==> src/rtl/tnf_pkg.sv <==
package tnf_pkg;

  // ----------------------------------------
  // Register map (word-aligned byte offsets)
  // ----------------------------------------
  localparam logic [4:0] ADDR_CTRL = 5'h00;
  localparam logic [4:0] ADDR_COUNT = 5'h04;
  localparam logic [4:0] ADDR_TOP = 5'h08;
  localparam logic [4:0] ADDR_CMP_A = 5'h0c;
  localparam logic [4:0] ADDR_CMP_B = 5'h10;
  localparam logic [4:0] ADDR_STATUS = 5'h14;

  // ----------------------------------------
  // Control field positions
  // ----------------------------------------
  localparam int CTRL_PWM_A = 0;
  localparam int CTRL_PWM_B = 1;
  localparam int CTRL_WGM_LO = 2;
  localparam int CTRL_COM_A_LO = 4;
  localparam int CTRL_COM_B_LO = 6;
  localparam int CTRL_DDR_A = 8;
  localparam int CTRL_DDR_AN = 9;
  localparam int CTRL_DDR_B = 10;
  localparam int CTRL_DDR_BN = 11;
  localparam int CTRL_RUN = 12;
  localparam int CTRL_OVF_ACK = 13;
  localparam int CTRL_WIDTH = 13;

  // ----------------------------------------
  // Status field positions
  // ----------------------------------------
  localparam int STAT_OVF = 0;
  localparam int STAT_WAVE_A = 1;
  localparam int STAT_WAVE_B = 2;

  // ----------------------------------------
  // Widths and reset values
  // ----------------------------------------
  localparam int CNT_W = 8;
  localparam logic [CNT_W-1:0] CNT_RESET = 8'h00;
  localparam logic [CNT_W-1:0] TOP_RESET = 8'hff;
  localparam logic [CNT_W-1:0] CMP_RESET = 8'h00;
  localparam logic [CTRL_WIDTH-1:0] CTRL_RESET = 13'h0000;

  // ----------------------------------------
  // Compare output and waveform mode codes
  // ----------------------------------------
  localparam logic [1:0] COM_OFF = 2'h0;
  localparam logic [1:0] COM_TOGGLE = 2'h1;
  localparam logic [1:0] COM_CLEAR = 2'h2;
  localparam logic [1:0] COM_SET = 2'h3;
  localparam logic [1:0] WGM_FAST = 2'h0;

  // ----------------------------------------
  // Counting sequences
  // ----------------------------------------
  typedef enum logic [1:0] {
    TNF_SEQ_NORMAL,
    TNF_SEQ_FAST,
    TNF_SEQ_OTHER
  } tnf_seq_t;

endpackage

==> src/rtl/tnf_chan_if.sv <==
`timescale 1ns/1ps
`default_nettype none
interface tnf_chan_if;
  logic [tnf_pkg::CNT_W-1:0] count;
  logic [tnf_pkg::CNT_W-1:0] compare;
  logic [1:0] com;
  logic is_fast;
  logic at_top;
  logic block;
  logic tick;
  logic wave;
  logic pin_true;
  logic pin_comp;
  logic drive_true;
  logic drive_comp;

  modport timer (output count, compare, com, is_fast, at_top, block, tick,
                 input wave, pin_true, pin_comp, drive_true, drive_comp);
  modport chan (input count, compare, com, is_fast, at_top, block, tick,
                output wave, pin_true, pin_comp, drive_true, drive_comp);
endinterface
`default_nettype wire

==> src/rtl/tnf_channel.sv <==
`timescale 1ns/1ps
`default_nettype none
module tnf_channel (
  // Clock and reset
  input wire logic mclk,
  input wire logic sys_rst,
  // Timer side
  tnf_chan_if.chan ch
);

  // ----------------------------------------
  // Match and waveform
  // ----------------------------------------
  logic wave_reg;
  logic wave_next;
  logic pin_reg;
  logic match;

  assign match = ch.tick && !ch.block && (ch.count == ch.compare);

  always_comb
  begin
    wave_next = wave_reg;
    if (ch.is_fast)
    begin
      if (ch.tick && ch.at_top && ch.com != tnf_pkg::COM_OFF)
        wave_next = (ch.com != tnf_pkg::COM_SET);
      else if (match)
      begin
        if (ch.com == tnf_pkg::COM_SET)
          wave_next = 1'b1;
        else if (ch.com != tnf_pkg::COM_OFF)
          wave_next = 1'b0;
      end
    end
    else if (match)
    begin
      case (ch.com)
        tnf_pkg::COM_TOGGLE: wave_next = !wave_reg;
        tnf_pkg::COM_CLEAR: wave_next = 1'b0;
        tnf_pkg::COM_SET: wave_next = 1'b1;
        default: wave_next = wave_reg;
      endcase
    end
  end

  always_ff @(posedge mclk)
  begin
    if (sys_rst)
    begin
      wave_reg <= 1'b0;
      pin_reg <= 1'b0;
    end
    else
    begin
      wave_reg <= wave_next;
      if (ch.tick)
        pin_reg <= wave_reg;
    end
  end

  // ----------------------------------------
  // Pin routing
  // ----------------------------------------
  logic fast_true_on;
  logic fast_comp_on;
  assign fast_true_on = (ch.com == tnf_pkg::COM_TOGGLE) || (ch.com == tnf_pkg::COM_SET);
  assign fast_comp_on = (ch.com == tnf_pkg::COM_TOGGLE) || (ch.com == tnf_pkg::COM_CLEAR);

  assign ch.wave = wave_reg;
  assign ch.pin_true = pin_reg;
  assign ch.pin_comp = !pin_reg;
  assign ch.drive_true = ch.is_fast ? fast_true_on : (ch.com[1] && !ch.com[0]) || (ch.com == tnf_pkg::COM_SET);
  assign ch.drive_comp = ch.is_fast ? fast_comp_on : (ch.com == tnf_pkg::COM_TOGGLE);

endmodule
`default_nettype wire

==> src/rtl/tnf_timer.sv <==
// Summary of operation
// Count sequence comes only from PWM enables and waveform mode field.
// Normal mode counts up from zero to top, then restarts.
// Normal mode: toggle, clear or set waveform on compare match.
// Normal mode code 00 leaves both pins disconnected.
// Normal mode: counter at top clears to zero next cycle.
// Normal mode: overflow flag set when counter becomes zero; count never clears it.
// Overflow flag clears when the overflow interrupt is serviced.
// Normal mode accepts a counter write at any time.
// Normal toggle frequency is timer clock over two times one plus top.
// A compare value reaches its pin only when direction is output.
// PWM enable with mode field 00 selects single-slope fast PWM.
// Fast PWM: clear on match, set at zero; inverting is reversed.
// Fast PWM codes: two non-inverted, three inverted, one complementary. Code two drives only the complement pin, which outputs it inverted.
// Fast PWM: counter at top clears next tick; bottom action happens there.
// Fast PWM: overflow flag set when counter reaches top.
// Fast PWM period is one plus top timer clock steps.
// Fast PWM with compare zero gives a narrow spike.
// A counter write blocks all compare matches in the next timer tick.
// Compare output mode change acts at the first following match.
// Normal mode pin output follows waveform one timer tick later.
// Match when counter equals channel compare, once per timer tick.
// Reset clears counter, flag and waveforms and selects normal mode.
`timescale 1ns/1ps
`default_nettype none
module tnf_timer (
  // Clock and reset
  input wire logic mclk,
  input wire logic sys_rst,
  // Prescaled timer tick
  input wire logic timer_clock,
  // Avalon-MM slave
  input wire logic [4:0] avs_address,
  input wire logic avs_read,
  input wire logic avs_write,
  input wire logic [31:0] avs_writedata,
  input wire logic [3:0] avs_byteenable,
  output logic [31:0] avs_readdata,
  output logic avs_waitrequest,
  // Compare pins, channel a
  output logic pin_a_out,
  output logic pin_a_oe,
  output logic pin_an_out,
  output logic pin_an_oe,
  // Compare pins, channel b
  output logic pin_b_out,
  output logic pin_b_oe,
  output logic pin_bn_out,
  output logic pin_bn_oe,
  // Status
  output logic overflow_irq
);

  // ----------------------------------------
  // Tick synchroniser
  // ----------------------------------------
  logic tick_s1_reg;
  logic tick_s2_reg;
  logic tick_d_reg;
  logic tick;

  always_ff @(posedge mclk)
  begin
    if (sys_rst)
    begin
      tick_s1_reg <= 1'b0;
      tick_s2_reg <= 1'b0;
      tick_d_reg <= 1'b0;
    end
    else
    begin
      tick_s1_reg <= timer_clock;
      tick_s2_reg <= tick_s1_reg;
      tick_d_reg <= tick_s2_reg;
    end
  end

  logic [tnf_pkg::CTRL_WIDTH-1:0] ctrl_reg;
  assign tick = tick_s2_reg && !tick_d_reg && ctrl_reg[tnf_pkg::CTRL_RUN];

  // ----------------------------------------
  // Bus decode
  // ----------------------------------------
  logic wait_reg;
  logic access;
  logic wr_ok;
  logic hit_ctrl;
  logic hit_count;
  logic hit_top;
  logic hit_cmp_a;
  logic hit_cmp_b;
  logic hit_status;

  assign access = (avs_read || avs_write) && wait_reg;
  assign wr_ok = access && avs_write && avs_byteenable[0];
  assign hit_ctrl = avs_address == tnf_pkg::ADDR_CTRL;
  assign hit_count = avs_address == tnf_pkg::ADDR_COUNT;
  assign hit_top = avs_address == tnf_pkg::ADDR_TOP;
  assign hit_cmp_a = avs_address == tnf_pkg::ADDR_CMP_A;
  assign hit_cmp_b = avs_address == tnf_pkg::ADDR_CMP_B;
  assign hit_status = avs_address == tnf_pkg::ADDR_STATUS;

  logic count_wr;
  logic ctrl_wr;
  assign count_wr = wr_ok && hit_count;
  assign ctrl_wr = wr_ok && hit_ctrl && avs_byteenable[1];

  // ----------------------------------------
  // Mode selection
  // ----------------------------------------
  logic [1:0] wgm;
  tnf_pkg::tnf_seq_t seq;
  assign wgm = ctrl_reg[tnf_pkg::CTRL_WGM_LO +: 2];
  assign seq = !(ctrl_reg[tnf_pkg::CTRL_PWM_A] || ctrl_reg[tnf_pkg::CTRL_PWM_B]) ? tnf_pkg::TNF_SEQ_NORMAL :
               (wgm == tnf_pkg::WGM_FAST) ? tnf_pkg::TNF_SEQ_FAST : tnf_pkg::TNF_SEQ_OTHER;

  // ----------------------------------------
  // Counter
  // ----------------------------------------
  logic [tnf_pkg::CNT_W-1:0] count_reg;
  logic [tnf_pkg::CNT_W-1:0] count_next;
  logic [tnf_pkg::CNT_W-1:0] top_reg;
  logic [tnf_pkg::CNT_W-1:0] cmp_a_reg;
  logic [tnf_pkg::CNT_W-1:0] cmp_b_reg;
  logic block_reg;
  logic at_top;
  logic ovf_reg;
  logic ovf_set;

  assign at_top = count_reg == top_reg;

  always_comb
  begin
    count_next = count_reg;
    if (count_wr)
      count_next = avs_writedata[tnf_pkg::CNT_W-1:0];
    else if (tick)
    begin
      case (seq)
        tnf_pkg::TNF_SEQ_NORMAL: count_next = at_top ? tnf_pkg::CNT_RESET : count_reg + 8'h01;
        tnf_pkg::TNF_SEQ_FAST: count_next = at_top ? tnf_pkg::CNT_RESET : count_reg + 8'h01;
        default: count_next = count_reg;
      endcase
    end
  end

  // Normal: flag as count wraps to zero; fast: flag when top is reached
  assign ovf_set = tick && !count_wr &&
                   (((seq == tnf_pkg::TNF_SEQ_NORMAL) && at_top) ||
                    ((seq == tnf_pkg::TNF_SEQ_FAST) && (count_next == top_reg) && !at_top));

  always_ff @(posedge mclk)
  begin
    if (sys_rst)
    begin
      count_reg <= tnf_pkg::CNT_RESET;
      block_reg <= 1'b0;
    end
    else
    begin
      count_reg <= count_next;
      if (count_wr)
        block_reg <= 1'b1;
      else if (tick)
        block_reg <= 1'b0;
    end
  end

  // Set wins over the service acknowledge
  always_ff @(posedge mclk)
  begin
    if (sys_rst)
      ovf_reg <= 1'b0;
    else if (ovf_set)
      ovf_reg <= 1'b1;
    else if (ctrl_wr && avs_writedata[tnf_pkg::CTRL_OVF_ACK])
      ovf_reg <= 1'b0;
  end

  // ----------------------------------------
  // Control and compare registers
  // ----------------------------------------
  always_ff @(posedge mclk)
  begin
    if (sys_rst)
    begin
      ctrl_reg <= tnf_pkg::CTRL_RESET;
      top_reg <= tnf_pkg::TOP_RESET;
      cmp_a_reg <= tnf_pkg::CMP_RESET;
      cmp_b_reg <= tnf_pkg::CMP_RESET;
    end
    else
    begin
      if (wr_ok && hit_ctrl)
        ctrl_reg[7:0] <= avs_writedata[7:0];
      if (ctrl_wr)
        ctrl_reg[12:8] <= avs_writedata[12:8];
      if (wr_ok && hit_top)
        top_reg <= avs_writedata[tnf_pkg::CNT_W-1:0];
      if (wr_ok && hit_cmp_a)
        cmp_a_reg <= avs_writedata[tnf_pkg::CNT_W-1:0];
      if (wr_ok && hit_cmp_b)
        cmp_b_reg <= avs_writedata[tnf_pkg::CNT_W-1:0];
    end
  end

  // ----------------------------------------
  // Channels
  // ----------------------------------------
  tnf_chan_if ch_a ();
  tnf_chan_if ch_b ();

  assign ch_a.count = count_reg;
  assign ch_a.compare = cmp_a_reg;
  assign ch_a.com = ctrl_reg[tnf_pkg::CTRL_COM_A_LO +: 2];
  assign ch_a.is_fast = seq == tnf_pkg::TNF_SEQ_FAST;
  assign ch_a.at_top = at_top;
  assign ch_a.block = block_reg;
  assign ch_a.tick = tick && (seq != tnf_pkg::TNF_SEQ_OTHER);
  assign ch_b.count = count_reg;
  assign ch_b.compare = cmp_b_reg;
  assign ch_b.com = ctrl_reg[tnf_pkg::CTRL_COM_B_LO +: 2];
  assign ch_b.is_fast = seq == tnf_pkg::TNF_SEQ_FAST;
  assign ch_b.at_top = at_top;
  assign ch_b.block = block_reg;
  assign ch_b.tick = tick && (seq != tnf_pkg::TNF_SEQ_OTHER);

  tnf_channel u_chan_a (
    .mclk(mclk),
    .sys_rst(sys_rst),
    .ch(ch_a.chan)
  );

  tnf_channel u_chan_b (
    .mclk(mclk),
    .sys_rst(sys_rst),
    .ch(ch_b.chan)
  );

  // ----------------------------------------
  // Pin outputs
  // ----------------------------------------
  always_ff @(posedge mclk)
  begin
    if (sys_rst)
    begin
      pin_a_out <= 1'b0;
      pin_a_oe <= 1'b0;
      pin_an_out <= 1'b0;
      pin_an_oe <= 1'b0;
      pin_b_out <= 1'b0;
      pin_b_oe <= 1'b0;
      pin_bn_out <= 1'b0;
      pin_bn_oe <= 1'b0;
      overflow_irq <= 1'b0;
    end
    else
    begin
      pin_a_out <= ch_a.pin_true;
      pin_a_oe <= ch_a.drive_true && ctrl_reg[tnf_pkg::CTRL_DDR_A];
      pin_an_out <= ch_a.pin_comp;
      pin_an_oe <= ch_a.drive_comp && ctrl_reg[tnf_pkg::CTRL_DDR_AN];
      pin_b_out <= ch_b.pin_true;
      pin_b_oe <= ch_b.drive_true && ctrl_reg[tnf_pkg::CTRL_DDR_B];
      pin_bn_out <= ch_b.pin_comp;
      pin_bn_oe <= ch_b.drive_comp && ctrl_reg[tnf_pkg::CTRL_DDR_BN];
      overflow_irq <= ovf_reg;
    end
  end

  // ----------------------------------------
  // Bus answer
  // ----------------------------------------
  logic [31:0] rd_mux;
  assign rd_mux = hit_ctrl ? {19'h00000, ctrl_reg} :
                  hit_count ? {24'h000000, count_reg} :
                  hit_top ? {24'h000000, top_reg} :
                  hit_cmp_a ? {24'h000000, cmp_a_reg} :
                  hit_cmp_b ? {24'h000000, cmp_b_reg} :
                  hit_status ? {29'h00000000, ch_b.wave, ch_a.wave, ovf_reg} : 32'h00000000;

  always_ff @(posedge mclk)
  begin
    if (sys_rst)
    begin
      wait_reg <= 1'b0;
      avs_waitrequest <= 1'b1;
      avs_readdata <= 32'h00000000;
    end
    else
    begin
      wait_reg <= (avs_read || avs_write) && !wait_reg;
      avs_waitrequest <= !((avs_read || avs_write) && !wait_reg);
      if (avs_read && !wait_reg)
        avs_readdata <= rd_mux;
    end
  end

endmodule
`default_nettype wire
==> config.mk <==
export PLATFORM = sky130hd
export DESIGN_NAME = tnf_timer
export DESIGN_NICKNAME = d
export VERILOG_FILES = /design/src/rtl/tnf_pkg.sv /design/src/rtl/tnf_chan_if.sv /design/src/rtl/tnf_channel.sv /design/src/rtl/tnf_timer.sv
export SDC_FILE = /design/constraint.sdc
export NUM_CORES = 1
export LEC_CHECK = 0
export BUFFER_PORTS_ARGS = -buffer_cell sky130_fd_sc_hd__buf_4
export CORE_MARGIN = 10
export CORE_UTILIZATION = 50
export DETAILED_ROUTE_END_ITERATION = 12
export PLACE_DENSITY = 0.74
export SYNTH_ARGS = -nofsm -noshare
export SYNTH_HDL_FRONTEND = slang
export SYNTH_SLANG_ARGS = --single-unit
==> constraint.sdc <==
create_clock -name mclk -period 5.6 [get_ports mclk]
set_input_delay 1.68 -clock mclk [delete_from_list [all_inputs] [get_ports mclk]]
set_output_delay 1.68 -clock mclk [all_outputs]
set_load 0.01 [all_outputs]
---- Yosys cells after proc, flatten, opt, wreduce, memory -nomap -nowiden ----
Cells that the tools add are included.
cells by class
  multiplexer cells ....................... 34
  reduce and logical (&&, ||, !) cells .... 69
  equal/unequal tests ..................... 21
  $add $sub $neg .......................... 1
operators by type and width
  operator                                                               number
  8-bit 2-to-1 mux                                                       8
  8-bit equality test                                                    4
  1-bit logical AND                                                      32
  1-bit 2-to-1 mux                                                       20
  2-bit nonzero test                                                     8
  13-bit 2-to-1 mux                                                      1
  1-bit zero test                                                        12
  5-bit by 4-bit equality test with 1-bit output, second input constant  2
  5-bit equality test, second input constant                             2
  1-bit logical OR                                                       9
  8-bit by 1-bit adder with 8-bit output, second input constant          1
  2-bit equality test, second input constant                             4
  4-bit AND reduction                                                    2
  4-bit nonzero test                                                     2
  2-bit by 1-bit equality test with 1-bit output, second input constant  3
  2-bit != test, second input constant                                   3
  1-bit case mux with 3 select lines                                     2
  5-bit by 3-bit equality test with 1-bit output, second input constant  1
  5-bit zero test                                                        1
  2-bit zero test                                                        2
  2-bit 2-to-1 mux                                                       2
  4-bit by 1-bit != test with 1-bit output, second input constant        1
  4-bit != test, second input constant                                   1
  3-bit 2-to-1 mux                                                       1
  2-bit OR reduction                                                     1
storage, ports and cells
  logic and storage cells ................. 152
  register bits ........................... 97
  input port bits ......................... 46
  output and inout port bits .............. 42

---- Logic depth before layout (Yosys ltp) ----
  depth after elaboration ................. 14
  depth in mapped cells ................... 9

---- Modules after synthesis ----
A second synthesis with hierarchy kept.
second synthesis, totals
  cells, all modules ...................... 515
  area total of the unflattened synthesis .. 4,297.9 sq um
modules (own cells, without submodules)
  module       cells an instance  times used  area an instance (sq um)
  tnf_timer    431                1           3,634.7
  tnf_channel  42                 2           331.6

---- Worst setup path after synthesis ----
OpenSTA, ideal clock, no wires.
  kind .................................... input to register
  start point ............................. input avs_address[4]
  end point ............................... register ovf_reg
  path slack .............................. 2,194 ps
  library setup time ...................... 87 ps
  data arrival time ....................... 3,319 ps
  stages .................................. 7
  required time ........................... 5,513 ps
  cells stage by stage .................... or3_1 -> nor3_2 -> buf_2 -> a22oi_1 -> a311oi_1 -> nand4_1 -> o31ai_1
on the way
  word-level cells in the longest chain between the ends .. 9
  elaborated cells between the ends (all ways) .. 16
  classes of those cells .................. 2 x eq/ne; 2 x mux; 12 x reduce/logical
ends and longest elaborated chain
  what                                                           RTL line          source
  start, declared                                                tnf_timer.sv:33   input wire logic [4:0] avs_address,
  5-bit by 3-bit equality test with 1-bit output                 tnf_timer.sv:97   assign hit_count = avs_address == tnf_pkg::ADDR_COUNT;
  1-bit logical AND                                              tnf_timer.sv:105  assign count_wr = wr_ok && hit_count;
  8-bit 2-to-1 mux                                               tnf_timer.sv:135  if (count_wr)
  8-bit equality test                                            tnf_timer.sv:150  ((seq == tnf_pkg::TNF_SEQ_FAST) && (count_next == top_reg) && !at_top));
  1-bit logical AND (2 in series)                                tnf_timer.sv:150
  1-bit logical OR                                               tnf_timer.sv:149  (((seq == tnf_pkg::TNF_SEQ_NORMAL) && at_top) ||
  1-bit logical AND                                              tnf_timer.sv:148  assign ovf_set = tick && !count_wr &&
  1-bit 2-to-1 mux / 2-bit nonzero test (equally long branches)  --
  end signal, assigned                                           tnf_timer.sv:173  ovf_reg <= 1'b0;
  end signal, assigned                                           tnf_timer.sv:175  ovf_reg <= 1'b1;
  end signal, assigned                                           tnf_timer.sv:177  ovf_reg <= 1'b0;
  end, declared                                                  tnf_timer.sv:127  logic ovf_reg;
Several ways; a longest one is shown, not always the timed one.
A chain may end at the register's enable or synchronous reset.

---- Final worst setup path ----
Same ends and word-level chain as after synthesis.

==> metrics.log <==
INFO  metric result_of_the_run = finished, final reports clean
INFO  metric post_cts.resized_instances = 0
INFO  metric drt_wl_total = 12.2 mm
INFO  metric timing.setup.tns = 0 ns
INFO  metric cts_setup_buffers = 0
INFO  metric viasPerCell = 6.06
INFO  metric irDropWorstVdd = 147 uV
INFO  metric cts-htree-levels = 3
INFO  metric insertion_delay = roughly 0.36 ns
INFO  metric cp.required = 5.86 ns
INFO  metric worst_reg2reg_endpoint = ovf_reg
INFO  metric timing.fmax = 0.254 GHz
INFO  metric maxSlewHeadroom = a little over a fifth
INFO  metric grt_setup_unrepaired = false
INFO  metric tightestPinTransition = 1.17 ns
INFO  metric synth_area_leaders = sky130_fd_sc_hd__dfxtp_1 (36%), sky130_fd_sc_hd__nand2_1 (6.4%), sky130_fd_sc_hd__a21oi_1 (4.8%), sky130_fd_sc_hd__nand3_1 (4.1%), sky130_fd_sc_hd__xnor2_1 (3.9%)
INFO  metric total_gr_overflow = 0
INFO  metric setup_slack_of_the_worst_register_to_register_path = 2.90 ns
INFO  metric ys_dominant_reg_cell = sky130_fd_sc_hd__dfxtp_1
INFO  metric place.gp.congestion = 0.980
INFO  metric min_delay_path_depth = 1
INFO  metric clockRootBuffer = sky130_fd_sc_hd__clkbuf_8
INFO  metric detailedRoute.firstIterationViolations = 377
INFO  metric ios = 88
INFO  metric die-area = 0.0127 mm^2
INFO  metric groute.usage.overall = 18.3%
INFO  metric clk_transition_reported_paths = about 0.080 ns
INFO  metric drt_pre_antenna_iters = 5
INFO  metric std_cell_rows = 33
INFO  metric synthesis.area = roughly 0.0043 mm^2
INFO  metric register_cell_area_after_layout = 0.00156 mm^2
INFO  metric seq_area_frac_synth = 36.2%
INFO  metric portbufs = 48
INFO  metric die_y = 113 um
INFO  metric core_region_area = 0.00830 mm^2
INFO  metric utilization = 57.4%
INFO  metric min_path_type = register to register
INFO  metric rr_worst_depth = 8
INFO  metric drive_gt1_share = 15.0%
INFO  metric timing_hold_violations_final = 0
INFO  metric start_of_the_worst_register_to_register_path = ch_a.count[0]
INFO  metric detailedPlacementHpwl = just under 9 mm
INFO  metric grt_first_pass_wirelength = just under 20 mm
INFO  metric p_leak = 1.80 nW
INFO  metric worstSetupEndpoint = ovf_reg
INFO  metric antenna_cells = 0
INFO  metric worstSetupEndpointType = register
INFO  metric post_synth_most_frequent_cells = sky130_fd_sc_hd__dfxtp_1 (78), sky130_fd_sc_hd__nand2_1 (74), sky130_fd_sc_hd__a21oi_1 (41)
INFO  metric remaining_drc_errors = 0
INFO  metric fp.dieW = 113 um
INFO  metric synth_enable_flop_cells = 0
INFO  metric ant_nets = 0
INFO  metric grt_start_max_net_pins = ~80
INFO  metric finalClockSkew = 0.0101 ns
INFO  metric cts-buffers-inserted = 9
INFO  metric timing_max_transition_violations_final = 0
INFO  metric synth.lib_cells_used.distinct = between 60 and 70
INFO  metric hold_start = u_chan_b.ch.pin_true
INFO  metric cts_hold_buf = 0
INFO  metric finalPower = 1.09 mW
INFO  metric period_minus_slack = 3.94 ns
INFO  metric cts_num_sinks = 78
INFO  metric cts-root-to-sink-buffers = 2
INFO  metric grt_pass1_vias = 3821
INFO  metric cp-start-kind = input port
INFO  metric antenna_found_initial = 0
INFO  metric synth_warnings = 0
INFO  metric asyncSetResetFlopFracSynth = 0%
INFO  metric yosysMostFrequentCell = sky130_fd_sc_hd__dfxtp_1
INFO  metric critPathKind = input port to register
INFO  metric syn-instance-count = 520
INFO  metric yosys_register_bits = 78
INFO  metric synthesis.area_per_instance = 8.29 um^2
INFO  metric initial_core_util = 52.0%
INFO  metric synthToLayoutAreaGrowth = 10.6%
INFO  metric wire_per_inst = 18.5 um
INFO  metric finalSetupViolCount = 0
INFO  metric max_cap_viol_count = 0
INFO  metric setup.worst_path.start = avs_address[4]
INFO  metric worstPathArrival = 4.21 ns
INFO  metric layout.filler_cells = 778
INFO  metric detailroute.via_count = 3981
INFO  metric nets = 604
INFO  metric critical_path_peak_fanout = 15
INFO  metric power_density = 229 mW/mm^2
INFO  metric post-synth-top-area-cell = sky130_fd_sc_hd__dfxtp_1
INFO  metric synth_top_area_share = a little over a third
INFO  metric multiInputGateArea = 0.00244 mm^2
INFO  metric period_share = 70.4%
INFO  metric clock_tree_from_tritoncts = built
how the worst min path moves through the flow:
stage	endpoint
after floorplan	pin_an_out
after global placement	pin_an_out
after CTS	pin_bn_out
final	pin_bn_out
after detailed placement	pin_bn_out
after global routing	pin_bn_out
kinds of logic after synthesis:
| kind of cell | share of synthesized area, % |
|---|---|
| simple gates | 24.4 |
| fa+ha+maj | 3.19 |
| flops | 36.2 |
| xor+xnor | 5.69 |
| mux | 3.48 |
| buf+inv | 8.88 |
| other cells | 0.0870 |
| compound gates | 18.1 |
power breakdown:
group | total [mW] | switching (mW) | internal, mW
clock | 0.426 | 0.217 | 0.209
sequential | 0.573 | 0.00962 | 0.563
combinational | 0.0928 | 0.0574 | 0.0354
total | 1.09 | 0.284 | 0.808
metal layers:
metal | vias to the layer above | GRT usage, % | share of wire (%)
li1 | 1865 | - | -
met1 | 1867 | 23.5 | 42
met5 | - | 0 | 0
met3 | 18 | 4.23 | 9.6
met4 | 0 | 4.74 | 1.2
met2 | 231 | 30.2 | 47
layout make-up:
| class | count | area share [%] |
|---|---|---|
| tap | 105 | 2.76 |
| inverter | 12 | 0.945 |
| multi-input combinational | 394 | 51.2 |
| clock buffer | 10 | 2.68 |
| clock inverter | 6 | 1.50 |
| timing repair buffer | 52 | 8.19 |
| sequential | 78 | 32.8 |
worst max-delay path, stage by stage:
cell	delay [ns]
sky130_fd_sc_hd__buf_4	0.12
sky130_fd_sc_hd__or3_1	0.47
sky130_fd_sc_hd__nor3_2	0.86
sky130_fd_sc_hd__a2111oi_0	0.20
sky130_fd_sc_hd__a221o_1	0.34
sky130_fd_sc_hd__xnor2_1	0.15
sky130_fd_sc_hd__nand4_1	0.11
sky130_fd_sc_hd__o31ai_1	0.26
per-stage QoR:
| stage | instances | hold WS (ns) | instance area (um^2) | worst slack, ns |
|---|---|---|---|---|
| 2_1_floorplan | 538 | 0.407 | 4380 | 2.19 |
| 3_3_place_gp | 641 | 0.415 | 4570 | 1.46 |
| 3_5_place_dp | 641 | 0.422 | 4570 | 1.41 |
| 4_1_cts | 657 | 0.430 | 4770 | 1.77 |
| 5_1_grt | 657 | 0.449 | 4770 | 1.58 |
| 6_report | 657 | 0.424 | 4770 | 1.66 |
layout by cell type, fill, tap and decap left out, drive strengths merged, types with 4 or more instances in the layout:
master	synthesis	final
buf	33	52
xnor2	19	19
conb	1	19
a211oi	6	6
a221oi	8	8
ha	11	11
inv	12	13
nor2	32	32
nor3	12	12
or3	4	4
nand2b	4	4
a211o	4	4
a311oi	7	7
a21oi	42	42
or2	4	4
nor4	7	7
nand4	6	6
clkbuf	20	10
nor2b	9	9
mux2i	15	15
nand3	35	35
a222oi	7	7
and3	7	7
o21ai	14	14
xor2	9	9
nand3b	7	7
nand2	75	75
dfxtp	78	78
nor3b	5	5
Power figures use the tool's default switching activity.
